**config.mk**
```make
export PLATFORM = sky130hd
export DESIGN_NAME = dss_top
export DESIGN_NICKNAME = d
export VERILOG_FILES = /design/src/dss_pkg.sv /design/src/dss_top.sv /design/src/dss_cmd_dec.sv
export VERILOG_INCLUDE_DIRS = /design/src
export SDC_FILE = /design/constraint.sdc
export NUM_CORES = 1
export LEC_CHECK = 0
export BUFFER_PORTS_ARGS = -buffer_cell sky130_fd_sc_hd__buf_2
export CORE_MARGIN = 8
export CORE_UTILIZATION = 45
export CTS_BUF_LIST = sky130_fd_sc_hd__clkbuf_4
export DETAILED_ROUTE_END_ITERATION = 12
export GPL_TIMING_DRIVEN = 1
export PLACE_DENSITY = 0.83
export REMOVE_ABC_BUFFERS = 1
export SETUP_SLACK_MARGIN = 0.5
export SYNTH_ARGS = -nofsm -noshare
export SYNTH_HDL_FRONTEND = slang
export SYNTH_SLANG_ARGS = --single-unit
```
**constraint.sdc**
```tcl
create_clock -name mclk -period 1.8 [get_ports mclk]
set_input_delay 0.09 -clock mclk [delete_from_list [all_inputs] [get_ports mclk]]
set_output_delay 0.09 -clock mclk [all_outputs]
set_load 0.01 [all_outputs]
```
**src/dss_defs.svh**
```systemverilog
// constants for the dual source selector
`ifndef DSS_DEFS_SVH
`define DSS_DEFS_SVH
`define DSS_FUNC_W          5
`define DSS_FUNC_SECOND_SRC 5'h16
`define DSS_NTERM_MAX       5
`define DSS_NTERM_STD       3
`define DSS_CMD_W           2
`define DSS_FRQ_W           4
`define DSS_RST_CMD         2'h1
`define DSS_RST_FRQ         4'h0
`endif

```
**src/dss_pkg.sv**
```systemverilog
// types for the dual source selector
`default_nettype none
`include "dss_defs.svh"
package dss_pkg;
  typedef enum logic [1:0] {
    DSS_CMD_KEYPAD = 2'h0,
    DSS_CMD_TERM1  = 2'h1,
    DSS_CMD_TERM2  = 2'h2,
    DSS_CMD_SERIAL = 2'h3
  } dss_cmd_e;

  typedef enum logic [3:0] {
    DSS_FS_KEYPAD   = 4'h0,
    DSS_FS_POT      = 4'h1,
    DSS_FS_VOLT     = 4'h2,
    DSS_FS_CURR     = 4'h3,
    DSS_FS_SEC_VOLT = 4'h4,
    DSS_FS_POT_CURR = 4'h5,
    DSS_FS_POT_SECV = 4'h6,
    DSS_FS_POT_VOLT = 4'h7,
    DSS_FS_SERIAL   = 4'h8,
    DSS_FS_UPDOWN   = 4'h9,
    DSS_FS_NONE     = 4'hf
  } dss_fsrc_e;

  typedef enum logic {
    DSS_KP_STOP = 1'b0,
    DSS_KP_RUN  = 1'b1
  } dss_kp_e;

  typedef struct packed {
    dss_cmd_e                  cmd;
    logic [`DSS_FRQ_W-1:0]     frq;
  } dss_src_cfg_s;

  typedef logic [`DSS_FUNC_W-1:0] dss_func_t;
endpackage : dss_pkg
`default_nettype wire

```
**src/dss_top.sv**
```systemverilog
// primary/secondary command and frequency source selector
// Function
// RL1 - selection off primary, on secondary settings
// RL2 - command and frequency sources switch together
// RL3 - terminal selects only with function code 22
// RL4 - code 0 keypad keys, code 3 serial
// RL5 - code 1: forward input forward, reverse reverse
// RL6 - code 2: forward runs, reverse sets direction
// RL7 - frequency codes 0 to 10 decoded
// RL8 - secondary set uses identical code meanings
// RL9 - terminals four, five only on advanced
// RL10 - serial and some analog codes advanced only
// RL11 - to secondary, forward asserted keeps running
// RL12 - back to primary, stop command stops
// RL13 - to secondary mode 1, forward off stops
// RL14 - operator checks secondary settings before switching
// RL15 - selection input synchronised before use
`timescale 1ns/1ps
`default_nettype none
`include "dss_defs.svh"
module dss_top
  import dss_pkg::*;
#(
  parameter bit ADV_IO = 1'b1
) (
  input  wire logic                              mclk,
  input  wire logic                              sys_rst,
  input  wire logic [`DSS_NTERM_MAX-1:0]         term_in,
  input  wire dss_func_t [`DSS_NTERM_MAX-1:0]    input_terminal_function,
  input  wire dss_src_cfg_s                      prim_cfg,
  input  wire dss_src_cfg_s                      sec_cfg,
  input  wire logic                              key_run,
  input  wire logic                              key_stop,
  input  wire logic                              forward_run_input,
  input  wire logic                              reverse_run_input,
  input  wire logic                              ser_run,
  input  wire logic                              ser_rev,
  output logic                                   secondary_set_select_q,
  output dss_src_cfg_s                           act_cfg_q,
  output dss_fsrc_e                              freq_src_q,
  output logic                                   run_q,
  output logic                                   dir_rev_q,
  output logic                                   prim_err_q,
  output logic                                   sec_err_q,
  output logic                                   act_err_q
);
  localparam int NTERM = ADV_IO ? `DSS_NTERM_MAX : `DSS_NTERM_STD;

  generate
    if (NTERM > `DSS_NTERM_MAX) begin : g_bad_cfg
      $error("dss_top: terminal count exceeds port width");
    end
  endgenerate

  // frequency code decode, shared by both sets so meanings match
  function automatic dss_fsrc_e frq_map(logic [`DSS_FRQ_W-1:0] c,
                                        bit adv);
    dss_fsrc_e r;
    r = DSS_FS_NONE;
    case (c)
      4'h0, 4'h1: r = DSS_FS_KEYPAD;                    // [RL7]
      4'h2:       r = DSS_FS_POT;
      4'h3:       r = DSS_FS_VOLT;
      4'h4:       r = adv ? DSS_FS_CURR : DSS_FS_NONE;  // [RL10]
      4'h5:       r = adv ? DSS_FS_SEC_VOLT : DSS_FS_NONE;
      4'h6:       r = adv ? DSS_FS_POT_CURR : DSS_FS_NONE;
      4'h7:       r = adv ? DSS_FS_POT_SECV : DSS_FS_NONE;
      4'h8:       r = DSS_FS_POT_VOLT;
      4'h9:       r = adv ? DSS_FS_SERIAL : DSS_FS_NONE;
      4'ha:       r = DSS_FS_UPDOWN;
      default:    r = DSS_FS_NONE;
    endcase
    return r;
  endfunction : frq_map

  function automatic logic cmd_bad(dss_cmd_e c, bit adv);
    return (c == DSS_CMD_SERIAL) && !adv;               // [RL10]
  endfunction : cmd_bad

  // selection terminal synchronisers
  logic [`DSS_NTERM_MAX-1:0] sync1_q;
  logic [`DSS_NTERM_MAX-1:0] sync2_q;
  logic [`DSS_NTERM_MAX-1:0] hit;
  logic                      sel_q;
  dss_kp_e                   kp_q;

  genvar gi;
  generate
    for (gi = 0; gi < `DSS_NTERM_MAX; gi++) begin : g_term
      always_ff @(posedge mclk or posedge sys_rst) begin
        if (sys_rst) begin
          sync1_q[gi] <= 1'b0;
          sync2_q[gi] <= 1'b0;
        end else begin
          sync1_q[gi] <= term_in[gi];                   // [RL15]
          sync2_q[gi] <= sync1_q[gi];                   // [RL15]
        end
      end
      // unfitted terminals on the standard variant never select
      assign hit[gi] = (gi < NTERM) && sync2_q[gi] &&   // [RL9]
        (input_terminal_function[gi] == `DSS_FUNC_SECOND_SRC); // [RL3]
    end
  endgenerate

  wire          sel_d   = |hit;
  // one mux of the whole struct keeps both sources in step
  dss_src_cfg_s cfg_d;
  assign cfg_d = sel_q ? sec_cfg : prim_cfg;            // [RL1] [RL2] [RL8]

  wire dec_run;
  wire dec_rev;
  wire dec_ok;
  dss_cmd_dec #(.ADV_IO(ADV_IO)) u_dec (
    .cmd     (act_cfg_q.cmd),
    .kp_run  (kp_q == DSS_KP_RUN),
    .fwd_in  (forward_run_input),
    .rev_in  (reverse_run_input),
    .ser_run (ser_run),
    .ser_rev (ser_rev),
    .run     (dec_run),
    .dir_rev (dec_rev),
    .ok      (dec_ok)
  );

  wire       is_kp = act_cfg_q.cmd == DSS_CMD_KEYPAD;
  // stop key wins; entering keypad control always starts stopped
  dss_kp_e   kp_d;
  assign kp_d = (!is_kp || key_stop) ? DSS_KP_STOP :    // [RL4]
                key_run ? DSS_KP_RUN : kp_q;
  dss_fsrc_e fs_d;
  assign fs_d = frq_map(act_cfg_q.frq, ADV_IO);         // [RL7] [RL8]
  wire       aerr_d = !dec_ok || (fs_d == DSS_FS_NONE);
  wire       perr_d = cmd_bad(prim_cfg.cmd, ADV_IO) ||
                      (frq_map(prim_cfg.frq, ADV_IO) == DSS_FS_NONE);
  wire       serr_d = cmd_bad(sec_cfg.cmd, ADV_IO) ||
                      (frq_map(sec_cfg.frq, ADV_IO) == DSS_FS_NONE);

  always_ff @(posedge mclk or posedge sys_rst) begin
    if (sys_rst) begin
      sel_q                  <= 1'b0;
      secondary_set_select_q <= 1'b0;
      act_cfg_q              <= '{cmd: dss_cmd_e'(`DSS_RST_CMD),
                                  frq: `DSS_RST_FRQ};
      kp_q                   <= DSS_KP_STOP;
    end else begin
      sel_q                  <= sel_d;                  // [RL1]
      secondary_set_select_q <= sel_q;
      act_cfg_q              <= cfg_d;                  // [RL2]
      kp_q                   <= kp_d;
    end
  end

  // run follows the newly active source at once, so a switch keeps
  // running or stops purely by what that source presents
  always_ff @(posedge mclk or posedge sys_rst) begin
    if (sys_rst) begin
      run_q      <= 1'b0;
      dir_rev_q  <= 1'b0;
      freq_src_q <= DSS_FS_NONE;
      prim_err_q <= 1'b0;
      sec_err_q  <= 1'b0;
      act_err_q  <= 1'b0;
    end else begin
      run_q      <= dec_run;                            // [RL11] [RL12] [RL13]
      dir_rev_q  <= dec_rev;
      freq_src_q <= fs_d;
      prim_err_q <= perr_d;                             // [RL10]
      sec_err_q  <= serr_d;
      act_err_q  <= aerr_d;
    end
  end
endmodule : dss_top
`default_nettype wire

```
**src/dss_cmd_dec.sv**
```systemverilog
// run command decoder for one command source code
`timescale 1ns/1ps
`default_nettype none
module dss_cmd_dec
  import dss_pkg::*;
#(
  parameter bit ADV_IO = 1'b1
) (
  input  wire dss_cmd_e cmd,
  input  wire logic     kp_run,
  input  wire logic     fwd_in,
  input  wire logic     rev_in,
  input  wire logic     ser_run,
  input  wire logic     ser_rev,
  output logic          run,
  output logic          dir_rev,
  output logic          ok
);
  wire t1_run = fwd_in ^ rev_in;
  // both terminals on in mode 1 is contradictory, so it stops
  always_comb begin
    run     = 1'b0;
    dir_rev = 1'b0;
    ok      = 1'b1;
    case (cmd)
      DSS_CMD_KEYPAD: begin
        run = kp_run;                                   // [RL4]
      end
      DSS_CMD_TERM1: begin
        run     = t1_run;                               // [RL5]
        dir_rev = rev_in & ~fwd_in;                     // [RL5]
      end
      DSS_CMD_TERM2: begin
        run     = fwd_in;                               // [RL6]
        dir_rev = rev_in;                               // [RL6]
      end
      DSS_CMD_SERIAL: begin
        ok      = ADV_IO;                               // [RL10]
        run     = ADV_IO & ser_run;                     // [RL4]
        dir_rev = ADV_IO & ser_rev;
      end
      default: begin
        ok = 1'b0;
      end
    endcase
  end
endmodule : dss_cmd_dec
`default_nettype wire

```
==> results of run 1 <==
==> cell families after synthesis <==
| family | Yosys count | share of synthesized area |
|---|---|---|
| flops | 28 | 0.6030 |
| simple gates | 22 | 0.1206 |
| buf+inv | 12 | 0.03948 |
| compound gates | 11 | 0.06616 |
| fa+ha+maj | 9 | 0.09605 |
| mux | 6 | 0.06723 |
| xor+xnor | 1 | 0.007472 |
==> timing repair <==
| action | 4_1_cts | 5_1_grt |
|---|---|---|
| gates resized for setup | 2 | 1 |
| endpoints found under the setup margin | 1 | 1 |
| setup buffers | 2 | 1 |
| hold buffers | 18 | 0 |
| hold endpoints to repair | 28 | 0 |
| pin swaps | 2 | 0 |
==> state kept, by name, indices dropped and copies added, names as in the netlist <==
name                    count
secondary_set_select_q      1
kp_q                        1
run_q                       1
prim_err_q                  1
act_err_q                   1
sync1_q                     5
act_cfg_q                   6
dir_rev_q                   1
freq_src_q                  4
sel_q                       1
sync2_q                     5
sec_err_q                   1
==> synthesized netlist by cell type <==
| library cell | number | share of area |
|---|---|---|
| dfrtp_1 | 23 | 0.49 |
| inv_1 | 11 | 0.035 |
| ha_1 | 9 | 0.096 |
| dfstp_2 | 5 | 0.11 |
| mux2_1 | 5 | 0.048 |
| nand2_1 | 4 | 0.013 |
| nor4bb_1 | 4 | 0.034 |
| nand3_1 | 3 | 0.013 |
| nor3_1 | 3 | 0.013 |
| o21ai_1 | 3 | 0.013 |
| a21oi_1 | 2 | 0.0085 |
| o21a_1 | 2 | 0.013 |
| a211oi_2 | 1 | 0.011 |
| a31oi_1 | 1 | 0.0053 |
| a31oi_2 | 1 | 0.011 |
| and2b_1 | 1 | 0.0064 |
| and2b_4 | 1 | 0.0085 |
| and3_1 | 1 | 0.0053 |
| buf_2 | 1 | 0.0043 |
| mux4_2 | 1 | 0.019 |
| nand4_1 | 1 | 0.0053 |
| nand4b_1 | 1 | 0.0075 |
| nor2_1 | 1 | 0.0032 |
| nor3b_1 | 1 | 0.0064 |
| nor4_1 | 1 | 0.0053 |
| o22ai_1 | 1 | 0.0053 |
| xor2_1 | 1 | 0.0075 |
==> path summary, 6_finish.rpt <==
kind	from	endpoint	cells after the start
max	act_cfg_q[0]$_DFF_PP0_	act_err_q$_DFF_PP0_	5
min	input_terminal_function[14]	sel_q$_DFF_PP0_	3
max reg2reg	act_cfg_q[0]$_DFF_PP0_	act_err_q$_DFF_PP0_	5
min reg2reg	sync1_q[2]$_DFF_PP0_	sync2_q[2]$_DFF_PP0_	0
max in group asynchronous	sys_rst	act_cfg_q[0]$_DFF_PP0_	4
min in group asynchronous	sys_rst	sync2_q[1]$_DFF_PP0_	3
==> per-layer routing <==
metal  GRT usage  up-vias
met3     0.05872        4
li1            -      488
met4     0.04961        0
met2      0.2915       54
met1      0.1313      456
met5           0        -
==> stage by stage <==
step / hold WS [ps] / utilization / area (um2)
final: 9.931 / 0.7197 / 1783
after global routing: 4.752 / 0.7197 / 1783
after CTS: 8.850 / 0.7141 / 1769
after detailed placement: 199.7 / 0.6237 / 1545
after global placement: 199.5 / 0.6237 / 1545
after floorplan: 121.4 / - / 1167
==> power by group <==
group / internal (mW) / switching (mW) / leakage, nW / total, mW
clock: 0.0811 / 0.170 / 0.0154 / 0.251
combinational: 0.144 / 0.113 / 0.586 / 0.257
sequential: 0.686 / 0.0263 / 0.332 / 0.712
total: 0.911 / 0.309 / 0.933 / 1.22
==> area by class of cell <==
cell class / count / share of cell area
clock buffers: 3 / 0.01263
clock inverters: 1 / 0.002105
multi-input cells: 49 / 0.2400
well taps: 30 / 0.02105
repair buffers: 88 / 0.3046
flip-flops and latches: 28 / 0.3965
inverters: 11 / 0.02316
==> worst max-delay path, cell delays in order (launching register included) <==
cell,delay (ps)
dfrtp_1,450
ha_1,220
and2b_1,200
a211oi_2,40
a31oi_2,180
and3_1,170
==> impl_metrics.yaml, run 1 <==
final_layout:
  multi_input_area_um2: 427.9
  final_common_cell: "buf_2"
  nFillCells: 178
  antenna_cells: 0
  regArea_um2: 706.9
  drive_gt1_frac: 0.4722
  stdcell_count: 210
  final_cell_mix: "buf_2 (65), dfrtp_1 (23), dlygate4sd3_1 (18)"
  layout-area-overhead-vs-synth_pct: 52.08
  num-nets-final: 240
grt:
  grt_pass1_wl_mm: 5.023
  grt_pass1_vias: 1124
  grt_usage: 0.1483
  grt_remaining_overflow: 0
  antenna_found_initial: 0
  grt_max_degree: 24
route:
  drtIter0Drc: 23
  drc: 0
  top_layer: "met4"
  antenna_left: 0
  via_per_inst: 4.771
  route.met3.wl_um: 435
  totalWireLength_mm: 3.196
  vias: 1002
  route.detailed.wl_per_inst_um: 15.22
  drt-met1-wl_mm: 1.068
  wl_met2_mm: 1.649
  dr.pass1.iters: 3
sta:
  rsz0062_at_grt: "yes"
  slew_viol_final: 0
  finClkSkew_ps: 7.128
  hold_violations: 0
  worst_slack_ps: 498.5
  worst_pin_slew_ps: 803.0
  layout_min_cycle_time_ps: 1302
  max_slew_margin: 0.4641
  finalSetupViolCount: 0
  fin_tns_setup_ps: 0
  min_period_over_period: 0.7231
  fmax_mhz: 768.3
place:
  io_buffers: 65
  dp_worst_setup_slack_ps: 409.0
  gp_congestion: 0.7953
  post-place-cells: 185
  hpwl_mm: 2.274
critical_path:
  path_max_fanout: 5
  crit_arrival_ps: 1560
  crit_type: "reg -> reg"
  critical_path.endpoint_type: "flop"
  timing.reg2reg.setup_slack_ps: 500
  critPathLaunchType: "flop"
  cp.required_ps: 2060
yosys:
  ys_ff_latch: 28
  ys.warnings.count: 0
  ys_types: 27
  synth_area_um2: 1172
  seq_area_frac_synth: 0.6030
  syn_avg_cell_area_um2: 13.17
  syn_inst: 89
flow_run:
  drv_cap: 0
min_path:
  hold_path_class: "in -> reg"
floorplanning:
  ioPinCount: 66
  initial_core_util: 0.4732
  die_h_um: 67.04
  coreArea_um2: 2477
  die_w_um: 67.04
  row_count: 18
  die_area_um2: 4494
clocking:
  cts_made_buffers: 3
  htreeDepth: 1
  clk_path_buf_depth: 2
  clock_sinks: 28
  clk_pin_slew_worst_paths_ps: 140
  clk-insertion-delay-late_ps: 320
  root_buffer: "clkbuf_4"
  cts_tree: "built"
power_and_ir_drop:
  p_leak_nw: 0.9333
  power_mw: 1.220
  pwr_density_cell_nw_per_um2: 684.1
  peakVddDrop_mv: 0.4763
status:
  outcome: "finished, final reports clean"
Power figures use the tool's default switching activity.
==> run 2: changes to the inputs <==
Clock period 1.8 ns to 1.32 ns, I/O delays scaled along.
==> impl_metrics.yaml, run 2 (synthesized netlist as in run 1, its figures left out) <==
min_path:
  hold_path_class: "in -> reg"
route:
  dr.pass1.iters: 4
  drtIter0Drc: 14
  antenna_left: 0
  totalWireLength_mm: 3.613
  drc: 0
  route.detailed.wl_per_inst_um: 16.50
  via_per_inst: 4.849
  vias: 1062
final_layout:
  final_cell_mix: "buf_2 (55), dfrtp_1 (19), dlygate4sd3_1 (19)"
  largestRegisters: "act_cfg_q: 6 flops, sync1_q: 5 flops, sync2_q: 5 flops"
  drive_gt1_frac: 0.5979
  final_common_cell: "buf_2"
  top_register: "act_cfg_q"
  layout-area-overhead-vs-synth_pct: 71.50
  multi_input_area_um2: 506.7
  largest_reg_flops: 6
  num-nets-final: 249
  final_core_util: 0.8116
  antenna_cells: 0
  regArea_um2: 711.9
  nFillCells: 147
floorplanning:
  coreArea_um2: 2477
  die_h_um: 67.04
  row_count: 18
  ioPinCount: 66
  die_area_um2: 4494
  die_w_um: 67.04
  initial_core_util: 0.4732
place:
  gp_congestion: 0.7920
  dp_worst_setup_slack_ps: -38.86
  hpwl_mm: 2.335
  io_buffers: 65
critical_path:
  crit_arrival_ps: 1540
  crit_type: "reg -> reg"
  cpPeakStageDelay_ps: 420
  cp_slowest_cell: "dfrtp_1"
  path_cells: "inv_2 > ha_4 > and2b_1 > a211oi_2 > a31oi_2 > and3_1"
  critical_path.endpoint_type: "flop"
  path_max_fanout: 2
  cp.required_ps: 1550
  critPathLaunchType: "flop"
sta:
  worst_pin_slew_ps: 344.2
  min_period_over_period: 0.9883
  rsz0062_at_grt: "yes"
  fin_tns_setup_ps: 0
  layout_min_cycle_time_ps: 1305
  max_slew_margin: 0.7705
  slew_viol_final: 0
  hold_violations: 1
  fmax_mhz: 766.6
  finalSetupViolCount: 0
  finClkSkew_ps: 1.910
  holdWs_ps: -2.334
  worst_slack_ps: 15.46
clocking:
  cts_made_buffers: 3
  root_buffer: "clkbuf_4"
  clk_path_buf_depth: 2
  htreeDepth: 1
  clk-insertion-delay-late_ps: 320
  clk_pin_slew_worst_paths_ps: 150
  clock_sinks: 28
  cts_tree: "built"
power_and_ir_drop:
  power_mw: 1.830
  pwr_density_cell_nw_per_um2: 909.9
  peakVddDrop_mv: 0.6867
  p_leak_nw: 1.019
status:
  violations: "negative hold slack"
  outcome: "finished, violations left"
grt:
  grt_usage: 0.1470
  grt_pass1_vias: 1227
  grt_max_degree: 29
  antenna_found_initial: 0
  grt_remaining_overflow: 0
  grt_pass1_wl_mm: 4.961
flow_run:
  drv_cap: 0
run 2: final timing paths:
path                                        start                      end  slack (ps)  cells past startpoint
hold / removal                        prim_cfg[1]   act_cfg_q[1]$_DFF_PP0_          -2                      3
max in group asynchronous                 sys_rst  freq_src_q[2]$_DFF_PP1_         680                      4
setup / recovery           act_cfg_q[1]$_DFF_PP0_      act_err_q$_DFF_PP0_          20                      6
hold reg to reg              sync1_q[4]$_DFF_PP0_     sync2_q[4]$_DFF_PP0_         370                      0
setup reg to reg           act_cfg_q[1]$_DFF_PP0_      act_err_q$_DFF_PP0_          20                      6
min in group asynchronous                 sys_rst     sync2_q[0]$_DFF_PP0_         340                      4
run 2: stage by stage:
step                instances  instance area [um2]
floorplan                  88                 1167
global placement          186                 1553
detailed placement        186                 1553
CTS                       213                 1892
global route              219                 2011
finish                    219                 2011
run 2: final cells by class:
cell class	count	share of cell area
well taps	30	0.01867
multi-input cells	49	0.2520
clock buffers	4	0.01493
inverters	11	0.02054
flip-flops and latches	28	0.3541
repair buffers	97	0.3398
run 2: metal layers:
metal,GRT usage,vias to the layer above,wire [um]
met5,0,-,0
met2,0.2939,58,1920
met4,0.06266,0,44
met1,0.1203,495,1195
li1,-,503,-
met3,0.05872,6,452
run 2: repair_timing:
action / 4_1_cts / 5_1_grt
endpoints found under the setup margin: 30 / 30
hold endpoints to repair: 39 / 0
setup buffers: 4 / 6
pin swaps: 7 / 2
hold buffers: 19 / 0
resized for setup: 21 / 15
run 2: report_power, final:
group	internal [mW]	switching [mW]	total [mW]
combinational	0.278	0.184	0.462
clock	0.139	0.246	0.385
sequential	0.938	0.0447	0.982
run 2: worst max-delay path, delay by kind of cell, from the launching register on:
family,cells,cell delay (ps)
AOI/OAI and AO/OA,2,260
adders and majority gates,1,120
buffers and inverters,1,80
DFF,1,420
and+or+nand+nor,2,330
==> run 3: changes to the inputs <==
Settings changed: CORE_MARGIN 8 to unset.
==> impl_metrics.yaml, run 3 (synthesized netlist as in run 1, its figures left out) <==
status:
  outcome: "finished, final reports clean"
final_layout:
  top_register: "act_cfg_q"
  largestRegisters: "act_cfg_q: 6 flops, sync1_q: 5 flops, sync2_q: 5 flops"
  postLayoutCellArea_um2: 1933
  drive_gt1_frac: 0.5683
  antenna_cells: 0
  layout-area-overhead-vs-synth_pct: 64.89
  largest_reg_flops: 6
  final_common_cell: "buf_2"
  final_cell_mix: "buf_2 (58), dfrtp_1 (19), dlygate4sd3_1 (19)"
  num-nets-final: 243
grt:
  grt_max_degree: 29
  grt_pass1_wl_mm: 4.416
  grt_usage: 0.2222
  grt_pass1_vias: 1190
  grt_remaining_overflow: 0
  antenna_found_initial: 0
critical_path:
  timing.reg2reg.setup_slack_ps: 7
  r2r_end: "act_err_q$_DFF_PP0_"
  reg2reg_depth: 6
  crit_type: "reg -> reg"
  crit_arrival_ps: 1530
  critPathLaunchType: "flop"
  critical_path.endpoint_type: "flop"
  cp.required_ps: 1540
  timing.rr.start: "act_cfg_q[1]$_DFF_PP0_"
  path_max_fanout: 2
place:
  gp_congestion: 0.6673
  hpwl_mm: 1.840
  io_buffers: 65
  dpl_cell_area_um2: 1553
min_path:
  whs_endpoint: "sel_q$_DFF_PP0_"
  hold_depth: 3
  holdCritStartpoint: "input_terminal_function[4]"
  hold_path_class: "in -> reg"
clocking:
  clk_pin_slew_worst_paths_ps: 150
  clk-insertion-delay-late_ps: 320
  cts_tree: "built"
  clock_sinks: 28
  htreeDepth: 1
  cts_made_buffers: 3
  root_buffer: "clkbuf_4"
  clk_path_buf_depth: 2
sta:
  fin_tns_setup_ps: 0
  fmax_mhz: 761.7
  worst_pin_slew_ps: 361.6
  slew_viol_final: 0
  finClkSkew_ps: 7.582
  rsz0062_at_grt: "yes"
  hold_violations: 0
  layout_min_cycle_time_ps: 1313
  min_period_over_period: 0.9946
  max_slew_margin: 0.7557
  finalSetupViolCount: 0
floorplanning:
  die_h_um: 53.04
  row_count: 18
  ioPinCount: 66
  die_area_um2: 2813
  coreArea_um2: 2477
  initial_core_util: 0.4732
  die_w_um: 53.04
flow_run:
  drv_cap: 0
power_and_ir_drop:
  p_leak_nw: 0.9867
  peakVddDrop_mv: 0.7057
  pwr_density_cell_nw_per_um2: 901.5
  power_mw: 1.743
route:
  vias: 1058
  totalWireLength_mm: 3.030
  antenna_left: 0
  drtIter0Drc: 3
  drc: 0
  dr.pass1.iters: 2
  route.detailed.wl_per_inst_um: 14.23
  via_per_inst: 4.967
run 3: cell types whose count changed in the layout (fill, tap and decap cells not counted), moves of 2 or more:
cell	before	now
ha_4	3	1
buf_6	12	10
buf_4	11	4
buf_2	55	58
run 3: timing repair:
action	in CTS	in global routing
hold buffers	19	0
endpoints found under the setup margin	30	31
pin swaps	6	3
gates resized for setup	19	14
endpoints found under the hold margin	39	0
setup buffers	4	0
run 3: area by class of cell:
cell class,instances,area [um2]
Clock buffer,3,22.52
Clock inverter,1,3.754
Fill cell,144,544.3
Inverter,11,41.29
Multi-Input combinational cell,49,493.0
Sequential cell,28,711.9
Tap cell,30,37.54
Timing Repair Buffer,91,623.1
run 3: critical path, cell delays in order (launching register included):
cell and delay (ps):
dfrtp_1 420, inv_2 80, ha_4 110, and2b_1 180, a211oi_2 210, a31oi_2 60, and3_1 150
run 3: per-layer routing:
layer / GRT usage / vias up / part of all wire
li1: - / 496 / -
met1: 0.2048 / 494 / 0.37
met2: 0.4641 / 58 / 0.54
met3: 0.03736 / 10 / 0.068
met4: 0.08333 / 0 / 0.025
met5: 0 / - / 0
run 3: per-stage QoR:
step	instances	hold slack [ps]	worst slack (ps)	utilization
after global routing	213	9.308	-21.94	0.7803
after floorplan	88	97.43	-18.68	-
after detailed placement	186	160.4	-29.17	0.6268
after global placement	186	139.7	47.38	0.6268
final	213	1.095	7.167	0.7803
after CTS	213	5.643	25.07	0.7566
run 3: report_power, final:
part	leakage [nW]	internal, mW	switching, mW
sequential	0.327	0.938	0.0433
clock	0.0154	0.110	0.235
combinational	0.644	0.246	0.170
run 3: worst max path at each step:
stage	start	endpoint	slack, ps	depth (start not counted)
after global routing	act_cfg_q[1]$_DFF_PP0_	act_err_q$_DFF_PP0_	-20	6
after CTS	act_cfg_q[1]$_DFF_PP0_	act_err_q$_DFF_PP0_	30	6
after detailed placement	act_cfg_q[1]$_DFF_PP0_	act_err_q$_DFF_PP0_	-30	6
final	act_cfg_q[1]$_DFF_PP0_	act_err_q$_DFF_PP0_	7	6
after floorplan	act_cfg_q[1]$_DFF_PP0_	act_err_q$_DFF_PP0_	-20	6
after global placement	act_cfg_q[1]$_DFF_PP0_	act_err_q$_DFF_PP0_	50	6
